$ cat src/logic/qls_pkg.sv
package qls_pkg;
  localparam int unsigned WORD_W = 12;
  localparam int unsigned NUM_CH = 4;
  localparam logic [3:0] LAST_SLOT = 4'hb;
  localparam logic [3:0] HALF_SLOT = 4'h6;
  localparam int unsigned PIPE_DEPTH = 7;
  // Timing figures as printed, and cycle counts at the 12x clock clk_i
  localparam int unsigned CLK_MHZ = 250;
  localparam int unsigned STOP_FREQ_KHZ = 3000;
  localparam int unsigned MIN_RATE_KHZ = 20000;
  localparam logic [7:0] STOP_CYC = 8'((CLK_MHZ * 1000) / STOP_FREQ_KHZ);
  localparam logic [7:0] LOW_RATE_CYC = 8'((CLK_MHZ * 1000) / MIN_RATE_KHZ);
  // Wishbone byte offsets
  localparam logic [7:0] CTRL_OFS = 8'h00;
  localparam logic [7:0] CUSTOM_OFS = 8'h04;
  localparam logic [7:0] STATUS_OFS = 8'h08;
  // Control fields
  localparam int unsigned CTRL_MSB_FIRST = 0;
  localparam int unsigned CTRL_DESKEW = 1;
  localparam int unsigned CTRL_SYNC = 2;
  localparam int unsigned CTRL_CUSTOM = 3;
  localparam int unsigned CTRL_MON_DIS = 4;
  localparam int unsigned CTRL_CH_PD_LSB = 8;
  localparam int unsigned CTRL_DRIVE_LSB = 12;
  localparam logic [13:0] CTRL_RESET = 14'h0000;
  localparam logic [11:0] CUSTOM_RESET = 12'h000;
  // Status fields
  localparam int unsigned STAT_PD = 0;
  localparam int unsigned STAT_STOPPED = 1;
  localparam int unsigned STAT_RATE_LOW = 2;
  localparam int unsigned STAT_PIN = 3;
  localparam int unsigned STAT_MODE_LSB = 4;
  // Patterns in time order, bit 0 sent first
  localparam logic [11:0] DESKEW_WORD = 12'haaa;
  localparam logic [11:0] SYNC_WORD = 12'hfc0;
  typedef enum logic [1:0]
  {
    QLS_DATA = 2'b00,
    QLS_CUSTOM = 2'b01,
    QLS_SYNC = 2'b10,
    QLS_DESKEW = 2'b11
  } qls_mode_t;
endpackage

$ cat src/logic/qls_serializer.sv
// Chosen here: the address map and the Wishbone register port.
`timescale 1ns/1ns
// Summary of operation
// RULE1 - One shared strobe captures all four channels
// RULE2 - Sample clock must exceed about 20MSPS
// RULE3 - Each 12-bit word fills one frame
// RULE4 - LSB first by default, MSB optional
// RULE5 - Bit clock at six times sample rate
// RULE6 - Deskew mode sends alternating zeros and ones
// RULE7 - Receiver may deskew using alternating pattern
// RULE8 - Frame clock rises at word start
// RULE9 - Sync mode sends six zeros, six ones
// RULE10 - Receiver aligns words to frame clock
// RULE11 - User custom pattern replaces samples
// RULE12 - Four drive settings, 3.5mA after reset
// RULE13 - Power-down pin stops reference, clock, channels
// RULE14 - Per-channel power-down via register bits
// RULE15 - Stopped or sub-3MHz clock forces power-down
// RULE16 - Register bit disables stopped-clock monitor
// RULE17 - Controller pulses reset after supplies settle
// RULE18 - Reset clears all configuration to zero
// RULE19 - Sample latency is 6.5 sample cycles
// RULE20 - Bit and frame clocks divided from 12x
// RULE21 - Mode changes only at frame boundaries
module qls_serializer
(
  input wire logic clk_i,
  input wire logic rst_i,
  input wire logic wb_cyc_i,
  input wire logic wb_stb_i,
  input wire logic wb_we_i,
  input wire logic [7:0] wb_adr_i,
  input wire logic [3:0] wb_sel_i,
  input wire logic [31:0] wb_dat_i,
  output logic [31:0] wb_dat_o,
  output logic wb_ack_o,
  input wire logic sample_clock_in_i,
  input wire logic power_down_pin_i,
  input wire logic [qls_pkg::WORD_W-1:0] sample_ch0_i,
  input wire logic [qls_pkg::WORD_W-1:0] sample_ch1_i,
  input wire logic [qls_pkg::WORD_W-1:0] sample_ch2_i,
  input wire logic [qls_pkg::WORD_W-1:0] sample_ch3_i,
  output logic lane0_o,
  output logic lane1_o,
  output logic lane2_o,
  output logic lane3_o,
  output logic bit_clock_out_pair_p_o,
  output logic bit_clock_out_pair_n_o,
  output logic frame_clock_out_pair_p_o,
  output logic frame_clock_out_pair_n_o,
  output logic sample_strobe_o,
  output logic [1:0] drive_sel_o,
  output logic ref_pd_o,
  output logic clk_pd_o,
  output logic [qls_pkg::NUM_CH-1:0] ch_pd_o
);
  import qls_pkg::*;

  function automatic logic pick_bit(input logic [WORD_W-1:0] word, input logic [3:0] idx,
                                    input logic rev);
    logic [3:0] pos;
    pos = rev ? 4'(LAST_SLOT - idx) : idx;
    return word[pos];
  endfunction

  logic [13:0] ctrl_ff;
  logic [11:0] custom_ff;
  logic ack_ff;
  logic [31:0] rdat_ff;
  logic sclk_s1_ff, sclk_s2_ff, sclk_s3_ff;
  logic pd_s1_ff, pd_s2_ff;
  logic [7:0] period_ff;
  logic stopped_ff;
  logic rate_low_ff;
  logic [3:0] slot_ff;
  logic [3:0] nxt_slot;
  qls_mode_t mode_ff;
  qls_mode_t nxt_mode;
  logic msb_first_ff;
  logic [WORD_W-1:0] pipe_ff [PIPE_DEPTH][NUM_CH];
  logic [WORD_W-1:0] word_ff [NUM_CH];
  logic [WORD_W-1:0] nxt_word [NUM_CH];
  logic [NUM_CH-1:0] lane_ff;
  logic bclk_ff, fclk_ff, strobe_ff;
  logic bclk_n_ff, fclk_n_ff;
  logic [1:0] drive_ff;
  logic ref_pd_ff, clk_pd_ff;
  logic [NUM_CH-1:0] ch_pd_ff;
  logic global_pd;
  logic bus_req;
  logic sclk_rise;
  logic [WORD_W-1:0] samples [NUM_CH];

  assign bus_req = wb_cyc_i && wb_stb_i && !ack_ff;
  assign sclk_rise = sclk_s2_ff && !sclk_s3_ff;
  assign samples[0] = sample_ch0_i;
  assign samples[1] = sample_ch1_i;
  assign samples[2] = sample_ch2_i;
  assign samples[3] = sample_ch3_i;
  // Monitor can be overruled so that a gated clock does not drop the part
  assign global_pd = pd_s2_ff || (stopped_ff && !ctrl_ff[CTRL_MON_DIS]);  // see RULE13 RULE16

  // Wishbone slave: one wait state, write lands on the ack edge
  always_ff @(posedge clk_i)
  begin
    if (rst_i)
    begin
      ack_ff <= 1'b0;
    end
    else
    begin
      ack_ff <= bus_req;
    end
  end

  always_ff @(posedge clk_i)
  begin
    if (rst_i)
    begin
      ctrl_ff <= CTRL_RESET;  // see RULE18
      custom_ff <= CUSTOM_RESET;
    end
    else if (bus_req && wb_we_i)
    begin
      if (wb_adr_i == CTRL_OFS)
      begin
        if (wb_sel_i[0])
        begin
          ctrl_ff[7:0] <= wb_dat_i[7:0];
        end
        if (wb_sel_i[1])
        begin
          ctrl_ff[13:8] <= wb_dat_i[13:8];
        end
      end
      else if (wb_adr_i == CUSTOM_OFS)
      begin
        if (wb_sel_i[0])
        begin
          custom_ff[7:0] <= wb_dat_i[7:0];
        end
        if (wb_sel_i[1])
        begin
          custom_ff[11:8] <= wb_dat_i[11:8];
        end
      end
    end
  end

  always_ff @(posedge clk_i)
  begin
    if (rst_i)
    begin
      rdat_ff <= 32'h0000_0000;
    end
    else if (bus_req && !wb_we_i)
    begin
      rdat_ff <= 32'h0000_0000;
      case (wb_adr_i)
        CTRL_OFS: rdat_ff[13:0] <= ctrl_ff;
        CUSTOM_OFS: rdat_ff[11:0] <= custom_ff;
        STATUS_OFS:
        begin
          rdat_ff[STAT_PD] <= global_pd;
          rdat_ff[STAT_STOPPED] <= stopped_ff;
          rdat_ff[STAT_RATE_LOW] <= rate_low_ff;
          rdat_ff[STAT_PIN] <= pd_s2_ff;
          rdat_ff[STAT_MODE_LSB +: 2] <= mode_ff;
        end
        default: rdat_ff <= 32'h0000_0000;
      endcase
    end
  end

  // Pin synchronisers
  always_ff @(posedge clk_i)
  begin
    if (rst_i)
    begin
      sclk_s1_ff <= 1'b0;
      sclk_s2_ff <= 1'b0;
      sclk_s3_ff <= 1'b0;
      pd_s1_ff <= 1'b0;
      pd_s2_ff <= 1'b0;
    end
    else
    begin
      sclk_s1_ff <= sample_clock_in_i;
      sclk_s2_ff <= sclk_s1_ff;
      sclk_s3_ff <= sclk_s2_ff;
      pd_s1_ff <= power_down_pin_i;
      pd_s2_ff <= pd_s1_ff;
    end
  end

  // Sample clock period monitor; the counter saturates so it never wraps
  always_ff @(posedge clk_i)
  begin
    if (rst_i)
    begin
      period_ff <= 8'h00;
      stopped_ff <= 1'b0;
      rate_low_ff <= 1'b0;
    end
    else if (sclk_rise)
    begin
      period_ff <= 8'h00;
      stopped_ff <= 1'b0;
      rate_low_ff <= (period_ff > LOW_RATE_CYC);  // see RULE2
    end
    else if (period_ff >= STOP_CYC)
    begin
      stopped_ff <= 1'b1;  // see RULE15
      rate_low_ff <= 1'b1;
    end
    else
    begin
      period_ff <= period_ff + 8'h01;
    end
  end

  // Frame slot counter at the 12x rate
  assign nxt_slot = (slot_ff == LAST_SLOT) ? 4'h0 : 4'(slot_ff + 4'h1);

  always_ff @(posedge clk_i)
  begin
    if (rst_i || global_pd)
    begin
      slot_ff <= LAST_SLOT;
    end
    else
    begin
      slot_ff <= nxt_slot;  // see RULE3 RULE20
    end
  end

  always_comb
  begin
    nxt_mode = QLS_DATA;
    if (ctrl_ff[CTRL_DESKEW])
    begin
      nxt_mode = QLS_DESKEW;
    end
    else if (ctrl_ff[CTRL_SYNC])
    begin
      nxt_mode = QLS_SYNC;
    end
    else if (ctrl_ff[CTRL_CUSTOM])
    begin
      nxt_mode = QLS_CUSTOM;
    end
  end

  // Mode and order are taken only as a new word starts
  always_ff @(posedge clk_i)
  begin
    if (rst_i)
    begin
      mode_ff <= QLS_DATA;
      msb_first_ff <= 1'b0;
    end
    else if (nxt_slot == 4'h0)
    begin
      mode_ff <= nxt_mode;  // see RULE21
      msb_first_ff <= ctrl_ff[CTRL_MSB_FIRST];
    end
  end

  // One shared mid-frame strobe captures every channel at once
  always_ff @(posedge clk_i)
  begin
    if (rst_i)
    begin
      strobe_ff <= 1'b0;
    end
    else
    begin
      strobe_ff <= !global_pd && (nxt_slot == HALF_SLOT);  // see RULE1
    end
  end

  // Seven words deep: capture at mid-frame plus six frames gives 6.5
  always_ff @(posedge clk_i)
  begin
    if (rst_i)
    begin
      for (int d = 0; d < PIPE_DEPTH; d++)
      begin
        for (int c = 0; c < NUM_CH; c++)
        begin
          pipe_ff[d][c] <= '0;
        end
      end
    end
    else if (!global_pd && nxt_slot == HALF_SLOT)
    begin
      for (int c = 0; c < NUM_CH; c++)
      begin
        pipe_ff[0][c] <= samples[c];  // see RULE19
        for (int d = 1; d < PIPE_DEPTH; d++)
        begin
          pipe_ff[d][c] <= pipe_ff[d-1][c];
        end
      end
    end
  end

  always_comb
  begin
    for (int c = 0; c < NUM_CH; c++)
    begin
      case (nxt_mode)
        QLS_DESKEW: nxt_word[c] = DESKEW_WORD;  // see RULE6
        QLS_SYNC: nxt_word[c] = SYNC_WORD;  // see RULE9
        QLS_CUSTOM: nxt_word[c] = custom_ff;  // see RULE11
        default: nxt_word[c] = pipe_ff[PIPE_DEPTH-1][c];
      endcase
    end
  end

  // Patterns are time ordered and skip the bit reversal; only samples obey it
  always_ff @(posedge clk_i)
  begin
    if (rst_i)
    begin
      lane_ff <= '0;
      for (int c = 0; c < NUM_CH; c++)
      begin
        word_ff[c] <= '0;
      end
    end
    else
    begin
      for (int c = 0; c < NUM_CH; c++)
      begin
        if (global_pd || ctrl_ff[CTRL_CH_PD_LSB + c])
        begin
          lane_ff[c] <= 1'b0;  // see RULE13 RULE14
        end
        else if (nxt_slot == 4'h0)
        begin
          word_ff[c] <= nxt_word[c];
          lane_ff[c] <= pick_bit(nxt_word[c], 4'h0,
                                 ctrl_ff[CTRL_MSB_FIRST] && nxt_mode == QLS_DATA);  // see RULE4
        end
        else
        begin
          lane_ff[c] <= pick_bit(word_ff[c], nxt_slot, msb_first_ff && mode_ff == QLS_DATA);
        end
      end
    end
  end

  // Clocks derived from the same slot count stay locked to the data
  always_ff @(posedge clk_i)
  begin
    if (rst_i || global_pd)
    begin
      bclk_ff <= 1'b0;
      fclk_ff <= 1'b0;
      bclk_n_ff <= 1'b1;
      fclk_n_ff <= 1'b1;
    end
    else
    begin
      bclk_ff <= !nxt_slot[0];  // see RULE5 RULE20
      fclk_ff <= (nxt_slot < HALF_SLOT);  // see RULE8
      // Own flops for the inverted legs keep every pin registered
      bclk_n_ff <= nxt_slot[0];
      fclk_n_ff <= (nxt_slot >= HALF_SLOT);
    end
  end

  always_ff @(posedge clk_i)
  begin
    if (rst_i)
    begin
      drive_ff <= 2'b00;
      ref_pd_ff <= 1'b0;
      clk_pd_ff <= 1'b0;
      ch_pd_ff <= '0;
    end
    else
    begin
      drive_ff <= ctrl_ff[CTRL_DRIVE_LSB +: 2];  // see RULE12
      ref_pd_ff <= global_pd;  // see RULE13
      clk_pd_ff <= global_pd;
      ch_pd_ff <= {NUM_CH{global_pd}} | ctrl_ff[CTRL_CH_PD_LSB +: NUM_CH];  // see RULE14
    end
  end

  assign wb_ack_o = ack_ff;
  assign wb_dat_o = rdat_ff;
  assign lane0_o = lane_ff[0];
  assign lane1_o = lane_ff[1];
  assign lane2_o = lane_ff[2];
  assign lane3_o = lane_ff[3];
  assign bit_clock_out_pair_p_o = bclk_ff;
  assign bit_clock_out_pair_n_o = bclk_n_ff;
  assign frame_clock_out_pair_p_o = fclk_ff;
  assign frame_clock_out_pair_n_o = fclk_n_ff;
  assign sample_strobe_o = strobe_ff;
  assign drive_sel_o = drive_ff;
  assign ref_pd_o = ref_pd_ff;
  assign clk_pd_o = clk_pd_ff;
  assign ch_pd_o = ch_pd_ff;
endmodule // qls_serializer

$ cat config.mk
export PLATFORM = sky130hd
export DESIGN_NAME = qls_serializer
export DESIGN_NICKNAME = d
export VERILOG_FILES = /design/src/logic/qls_pkg.sv /design/src/logic/qls_serializer.sv
export SDC_FILE = /design/constraint.sdc
export NUM_CORES = 1
export LEC_CHECK = 0
export BUFFER_PORTS_ARGS = -buffer_cell sky130_fd_sc_hd__clkbuf_2
export CAP_MARGIN = 20
export CORE_MARGIN = 3
export CORE_UTILIZATION = 39
export DETAILED_ROUTE_END_ITERATION = 8
export PLACE_DENSITY = 0.54
export SLEW_MARGIN = 25
export SYNTH_ARGS = -nofsm -noshare
export SYNTH_HDL_FRONTEND = slang
export SYNTH_SLANG_ARGS = --single-unit
$ cat constraint.sdc
create_clock -name clk_i -period 13.2 [get_ports clk_i]
set_input_delay 2.64 -clock clk_i [delete_from_list [all_inputs] [get_ports clk_i]]
set_output_delay 2.64 -clock clk_i [all_outputs]
set_load 0.005 [all_outputs]
Word-level counts from Yosys, hierarchy flattened
Memories as Yosys holds them, arrays and structs flattened.
Index checks and enable logic that the tools add are counted.
{"block": "totals", "reg_bits": 79, "in_bits": 99, "word_cells": 201, "ramBits": 384, "n_memories": 2, "out_inout_bits": 50}
{"memory": "pipe_ff", "depth": 7, "word_bits": 48, "read_ports": 7, "rd_clocked_by_memory_dff": 0, "write_ports": 7, "line": "qls_serializer.sv:80", "text": "logic [WORD_W-1:0] pipe_ff [PIPE_DEPTH][NUM_CH];"}
{"memory": "word_ff", "depth": 4, "word_bits": 12, "read_ports": 4, "rd_clocked_by_memory_dff": 0, "write_ports": 4, "line": "qls_serializer.sv:81", "text": "logic [WORD_W-1:0] word_ff [NUM_CH];"}
{"block": "classes", "n_bitwise": 34, "magnitude_cmp": 6, "n_mux": 85, "addsub": 3, "reduce_logical": 35, "eq_ne": 7}
{"operator": "12-bit two-way mux", "count": 32}
{"operator": "12-bit one-hot mux with 3 select lines", "count": 4}
{"operator": "1-bit two-way mux", "count": 33}
{"operator": "1-bit binary-select mux with 4-bit select", "count": 8}
{"operator": "1-bit bitwise OR", "count": 32}
{"operator": "6-bit one-hot mux with 3 select lines", "count": 1}
{"operator": "4-bit two-way mux", "count": 3}
{"operator": "6-bit one-hot mux with 2 select lines", "count": 1}
{"operator": "4-bit by 5-bit < comparator with 1-bit output, second input constant", "count": 2}
{"operator": "2-bit OR reduction", "count": 5}
{"operator": "1-bit logical AND", "count": 9}
{"operator": "8-bit by 1-bit adder with 8-bit output, second input constant", "count": 1}
{"operator": "8-bit by 3-bit equality test with 1-bit output, second input constant", "count": 1}
{"operator": "8-bit by 4-bit equality test with 1-bit output, second input constant", "count": 1}
{"operator": "8-bit by 7-bit >= comparator with 1-bit output, second input constant", "count": 1}
{"operator": "8-bit by 4-bit greater-than comparator with 1-bit output, second input constant", "count": 1}
{"operator": "8-bit logical NOT", "count": 1}
{"operator": "4-bit AND reduction", "count": 2}
{"operator": "1-bit logical NOT", "count": 6}
{"operator": "1-bit logical OR", "count": 6}
{"operator": "2-bit two-way mux", "count": 3}
{"operator": "3-bit AND reduction", "count": 2}
{"operator": "4-bit by 1-bit adder with 4-bit output, second input constant", "count": 1}
{"operator": "2-bit equality test, second input constant", "count": 2}
{"operator": "11 further kinds", "count": 12}

Longest topological paths before layout
Gate-level depths: netlist of the first run.
{"block": "logic_depth", "ltp_word": 9, "depth_mapped": 12, "ltp_nobuf": 9}

Worst setup path before layout of the first run
Ideal clock, no wire load.
{"block": "synth_timing", "kind": "input to register", "from": "input rst_i", "to": "memory pipe_ff[0][0] (netlist bit) (enable)", "n_path_buf": 1, "t_required_ns": 12.647, "path_stages": 2, "setup_time_ns": 0.553, "arrival_ns": 6.849, "slack_ns": 5.799, "path_cell_list": "clkbuf_1 -> or2_2"}
{"element": "from (decl)", "line": "qls_serializer.sv:28", "text": "input wire logic rst_i,"}
{"element": "to (decl)", "line": "qls_serializer.sv:80"}

==> out/metrics.cfg, run 1 <==
[grt]
grt_max_degree = 186
grt_remaining_overflow = 0
grt_pass1_vias = 9907
antenna_found_initial = 0
track_usage = 0.1295
grt_pass1_wl_mm = 53.07

[clock_tree]
holdBufCountCts = 0
clock-root-buffer = clkbuf_16
cts_resized = 0
cts_buffers = 49
clock_sinks = 462
cts_tree = built
insertion_delay_ns = 0.58
htreeDepth = 2
clk_pin_slew_worst_paths_ns = 0.06
cts_buffer_depth = 3
post_cts_buffers = 0

[sta]
setup_slack_ns = 7.692
drv_slew = 0
slew_headroom = 0.3365
finalCriticalPeriod_ns = 5.508
grt_setup_unrepaired = false
hold_viol_final = 0
fin_worst_skew_ns = 0.01320
max_freq_mhz = 181.5
tightestPinTransition_ns = 0.9916
setup_viol = 0
period_share = 0.4173
finalSetupTns_ns = 0

[placed_design]
port_buffers = 110
dpl_worst_slack_ns = 7.397
place.gp.congestion = 0.8787
dpl.hpwl_mm = 20.50

[worst_setup_path]
crit_fanout = 185
cpMaxStageDelayCell = buf_4
end_kind = register
start_kind = register
max_stage_delay_ns = 0.87
cp.arrival_ns = 5.70
r2r_cells = 9
ff2ff_setup_slack_ns = 7.69
path_cells = ha_1 > or3b_4 > nand2_4 > inv_2 > nor2_1 > and4_1 > or2_4 > buf_4 > buf_12
critPathRequiredTime_ns = 13.39
r2r-end = pipe_ff[2][13]
worstSetupPathType = register to register
r2r_start = slot_ff[0]

[status]
status = finished clean

[die]
dieArea_sq_mm = 0.05094
row_count = 79
boundaryPins = 149
dieWidth_microns = 225.7
core-area_sq_mm = 0.04715
initial_utilization = 0.3993
die_h_microns = 225.7

[detailed_routing]
routed-via-count = 10203
detail_route.wl_per_cell_microns = 15.30
met1Wirelength_mm = 15.35
highest_layer = met4
first_iter_violations = 800
postRouteAntennaNets = 0
viasPerCell = 4.737
routed_wirelength_mm = 32.95
drt_first_pass_iters = 5
drc = 0
route.met2.wl_mm = 14.95
dr_wl_met3_mm = 1.587

[power]
powerDensity_mw_per_mm2 = 154.0
p_leak_nw = 7.987
clkPwrFrac = 0.401
seqPwrFrac = 0.527
power_frac_comb = 0.072
p_int_w = 0.002540
ir_worst_vdd_v = 0.00009031
switching_share = 0.2240
power_switching_w = 0.0007333

[yosys]
synth-edff-count = 372
synthDistinctLibCells = 61
yosys_register_bits = 462
ys.warnings.count = 0
synthCells = 1421
synthFlopType = edfxtp_1
netlist_area_sq_mm = 0.01883
syn_avg_cell_area_sq_um = 13.25
synth_seq_area_share = 0.6891
async_flop_share = 0

[hold_path]
min_path_type = register to register
min_from = sclk_s1_ff
hold_end = sclk_s2_ff
holdPathStages = 1

[final_layout]
diodes = 0
final_cell_mix = edfxtp_1, and2_1, nand2_1
drive_above_1_share = 0.1396
area_growth_pct = 12.94
nets = 1614
final_common_cell = edfxtp_1
fin_util = 0.4509

[run]
drv_cap = 0

[through the flow]
stage	total power, W	area [sq um]	std cells	hold WS (ns)
finish	0.003273	21260	2154	0.4378
global route	0.003419	21260	2154	0.4690
CTS	0.003323	21220	2153	0.4397
detailed placement	0.001992	19660	2064	0.4220
global placement	0.001987	19630	2063	0.4241
floorplan	0.001924	18890	1438	0.4138
[worst max-delay path by stage]
stage	depth (start not counted)	endpoint	start	slack, ns
5_1_grt	9	pipe_ff[2][13]	slot_ff[0]	7.31
3_5_place_dp	4	pipe_ff[0][14]	rst_i	7.40
3_3_place_gp	4	pipe_ff[0][13]	rst_i	7.42
6_report	9	pipe_ff[2][13]	slot_ff[0]	7.69
4_1_cts	9	pipe_ff[0][14]	slot_ff[0]	7.70
2_1_floorplan	2	pipe_ff[0][0]	rst_i	5.80
[layout make-up]
cell class / instances / area, sq um
clock buffer: 71 / 1421
sequential: 462 / 12970
multi-input combinational: 868 / 5260
tap: 607 / 759.5
fill: 4306 / 25890
timing repair buffer: 119 / 670.6
clock inverter: 18 / 142.6
inverter: 9 / 33.78
[power by group through the flow]
stage	Combinational, W	Clock, W	Sequential, W
2_1_floorplan	0.000173	0	0.00175
3_3_place_gp	0.000235	0	0.00175
3_5_place_dp	0.000237	0	0.00175
4_1_cts	0.000238	0.00136	0.00172
5_1_grt	0.000264	0.00142	0.00173
6_report	0.000237	0.00131	0.00172
[cells in the mapped netlist (16+ instances only)]
| cell | number | area share |
|---|---|---|
| nand2_1 | 112 | 0.022 |
| buf_4 | 26 | 0.010 |
| nor2_1 | 106 | 0.021 |
| and2_1 | 327 | 0.11 |
| a21oi_1 | 64 | 0.017 |
| nor3_1 | 19 | 0.0051 |
| o21ai_0 | 20 | 0.0053 |
| mux2i_1 | 53 | 0.028 |
| a211oi_1 | 16 | 0.0064 |
| nand3_1 | 20 | 0.0053 |
| clkbuf_1 | 43 | 0.0086 |
| edfxtp_1 | 372 | 0.59 |
| dfxtp_1 | 90 | 0.096 |
| buf_6 | 23 | 0.014 |
[critical path, delay by kind of cell, from the launching register on]
kind	cells	cell delay, ns
flops	1	0.50
simple gates	5	2.34
buf+inv	3	1.71
fa+ha+maj	1	0.27
[cells by family (layout without fill, tap and decap cells)]
kind of cell | Yosys count | count (layout) | share of synthesized area
buf+inv | 108 | 217 | 0.03616
mux | 64 | 64 | 0.04014
compound gates | 137 | 137 | 0.04513
fa+ha+maj | 6 | 6 | 0.003988
xor+xnor | 5 | 5 | 0.002326
simple gates | 638 | 638 | 0.1830
other cells | 1 | 18 | 0.0001992
flops | 462 | 462 | 0.6891
[sequential cells by signal, summed over array words and instances (netlist names), 2 cells and up]
| register | flops |
|---|---|
| custom_ff | 12 |
| lane_ff | 4 |
| pipe_ff | 336 |
| period_ff | 8 |
| ctrl_ff | 14 |
| ch_pd_o | 4 |
| mode_ff | 2 |
| drive_sel_o | 2 |
| word_ff | 48 |
| wb_dat_o | 14 |
| slot_ff | 4 |
[metal layers]
layer | track usage | vias up
li1 | - | 5131
met1 | 0.1787 | 4798
met2 | 0.1993 | 202
met3 | 0.03029 | 72
met4 | 0.05023 | 0
met5 | 0 | -
Power figures use the tool's default switching activity.
==> run 2, diff against run 1 <==
Clock period 13.2 ns to 5.15 ns, I/O delays scaled along.
==> run 2 against run 1 <==
  * Core utilization rose by 0.36 points
  * Critical path type unchanged
  * Largest power group unchanged
  * Sequential power grew to 2.6 times the previous value
  * Die area unchanged
  * Register-to-register slack got worse by 6.1 ns
  * First-iteration DRC count shrank 13%
  * Non-clock buffer count grew 9
  * Routed wire length fell by 0.69%
  * Design area is 0.79% higher
==> out/metrics.cfg, run 2 (same netlist as run 1, synthesis figures left out) <==
[die]
boundaryPins = 149
dieWidth_microns = 225.7
die_h_microns = 225.7
row_count = 79
initial_utilization = 0.3993
core-area_sq_mm = 0.04715
dieArea_sq_mm = 0.05094

[hold_path]
min_path_type = register to register

[worst_setup_path]
end_kind = register
start_kind = register
crit_path_frequent_cell = buf_4
max_stage_delay_ns = 0.71
critPathRequiredTime_ns = 5.58
path_cells = ha_1 > or3b_4 > nand2_4 > inv_2 > nor2_1 > and4_1 > buf_4 > and2b_4 > buf_4 > and2_1
crit_fanout = 82
cp.arrival_ns = 3.95
crit_family = simple AND/OR/NAND/NOR gates
critical_path_buf_inv_count = 3
worstSetupPathType = register to register
cpMaxStageDelayCell = and2b_4

[clock_tree]
htreeDepth = 2
clock_sinks = 462
clk_pin_slew_worst_paths_ns = 0.06
post_cts_buffers = 0
cts_buffers = 52
cts_tree = built
clock-root-buffer = clkbuf_16
holdBufCountCts = 0
insertion_delay_ns = 0.59
cts_resized = 0
cts_buffer_depth = 3

[final_layout]
nets = 1626
largest_register_ffs = 336
reg_top3 = pipe_ff: 336 flops, word_ff: 48 flops
largest-register = pipe_ff
drive_above_1_share = 0.1481
final_common_cell = edfxtp_1
final_cell_mix = edfxtp_1, and2_1, nand2_1
diodes = 0
area_growth_pct = 13.84
fin_util = 0.4545

[sta]
max_freq_mhz = 284.6
finalCriticalPeriod_ns = 3.514
tightestPinTransition_ns = 0.9252
finalSetupTns_ns = 0
setup_viol = 0
drv_slew = 0
period_share = 0.6824
hold_viol_final = 0
fin_worst_skew_ns = 0.02474
setup_slack_ns = 1.636
slew_headroom = 0.3818
grt_setup_unrepaired = false

[power]
power_frac_comb = 0.072
powerDensity_mw_per_mm2 = 398.6
p_leak_nw = 8.074
p_int_w = 0.006627
switching_share = 0.2242
clkPwrFrac = 0.411
power_switching_w = 0.001915
seqPwrFrac = 0.517
ir_worst_vdd_v = 0.0002511

[placed_design]
place.gp.congestion = 0.8542
dpl.hpwl_mm = 20.65
dpl_worst_slack_ns = 1.570
port_buffers = 110

[run]
drv_cap = 0

[status]
status = finished clean

[detailed_routing]
postRouteAntennaNets = 0
routed-via-count = 10190
drt_first_pass_iters = 5
routed_wirelength_mm = 32.72
drc = 0
detail_route.wl_per_cell_microns = 15.10
first_iter_violations = 695
viasPerCell = 4.702

[grt]
grt_pass1_vias = 10109
grt_remaining_overflow = 0
grt_max_degree = 83
grt_pass1_wl_mm = 53.30
track_usage = 0.1303
antenna_found_initial = 0

## run 2: cell count changes in the layout (fill, tap and decap cells not counted), sizes merged
| cell | previous run | this run |
|---|---|---|
| bufinv | 1 | 2 |
| clkbuf | 181 | 184 |
| clkinvlp | 1 | 3 |
| inv | 9 | 11 |
| clkinv | 16 | 12 |
| buf | 9 | 18 |
## run 2: final timing paths
check	cells after the start	slack, ns	endpoint	startpoint
min reg2reg	1	0.43	sclk_s2_ff	sclk_s1_ff
min	1	0.43	sclk_s2_ff	sclk_s1_ff
max	10	1.64	pipe_ff[3][31]	slot_ff[0]
max reg2reg	10	1.64	pipe_ff[3][31]	slot_ff[0]
## run 2: power by group through the flow
stage	Clock [W]	Sequential (W)	Combinational, W
floorplan	0	0.00447	0.000443
global placement	0	0.00449	0.000614
detailed placement	0	0.00449	0.000619
CTS	0.00364	0.00442	0.000621
global route	0.00380	0.00444	0.000688
finish	0.00351	0.00441	0.000613
## run 2: area by class of cell
type	instances	area (sq um)
well taps	607	759.5
flip-flops and latches	462	12970
fillers	4260	25720
clock buffers	74	1459
clock inverters	19	180.2
inverters	9	33.78
multi-input cells	868	5251
repair buffers	128	773.2
## run 2: per-layer routing
metal | track usage | up-vias | routed length [microns]
li1 | - | 5161 | -
met1 | 0.1742 | 4750 | 14850
met2 | 0.2087 | 209 | 15340
met3 | 0.02574 | 70 | 1560
met4 | 0.05433 | 0 | 974
met5 | 0 | - | 0
## run 2: metrics by stage
| stage | instance area [sq um] | power, W | hold slack, ns | std cells |
|---|---|---|---|---|
| after floorplan | 18890 | 0.004918 | 0.4138 | 1438 |
| after CTS | 21420 | 0.008676 | 0.4367 | 2167 |
| final | 21430 | 0.008541 | 0.4306 | 2167 |
| after global routing | 21430 | 0.008930 | 0.4593 | 2167 |
| after global placement | 19780 | 0.005104 | 0.4209 | 2074 |
| after detailed placement | 19790 | 0.005113 | 0.4280 | 2074 |
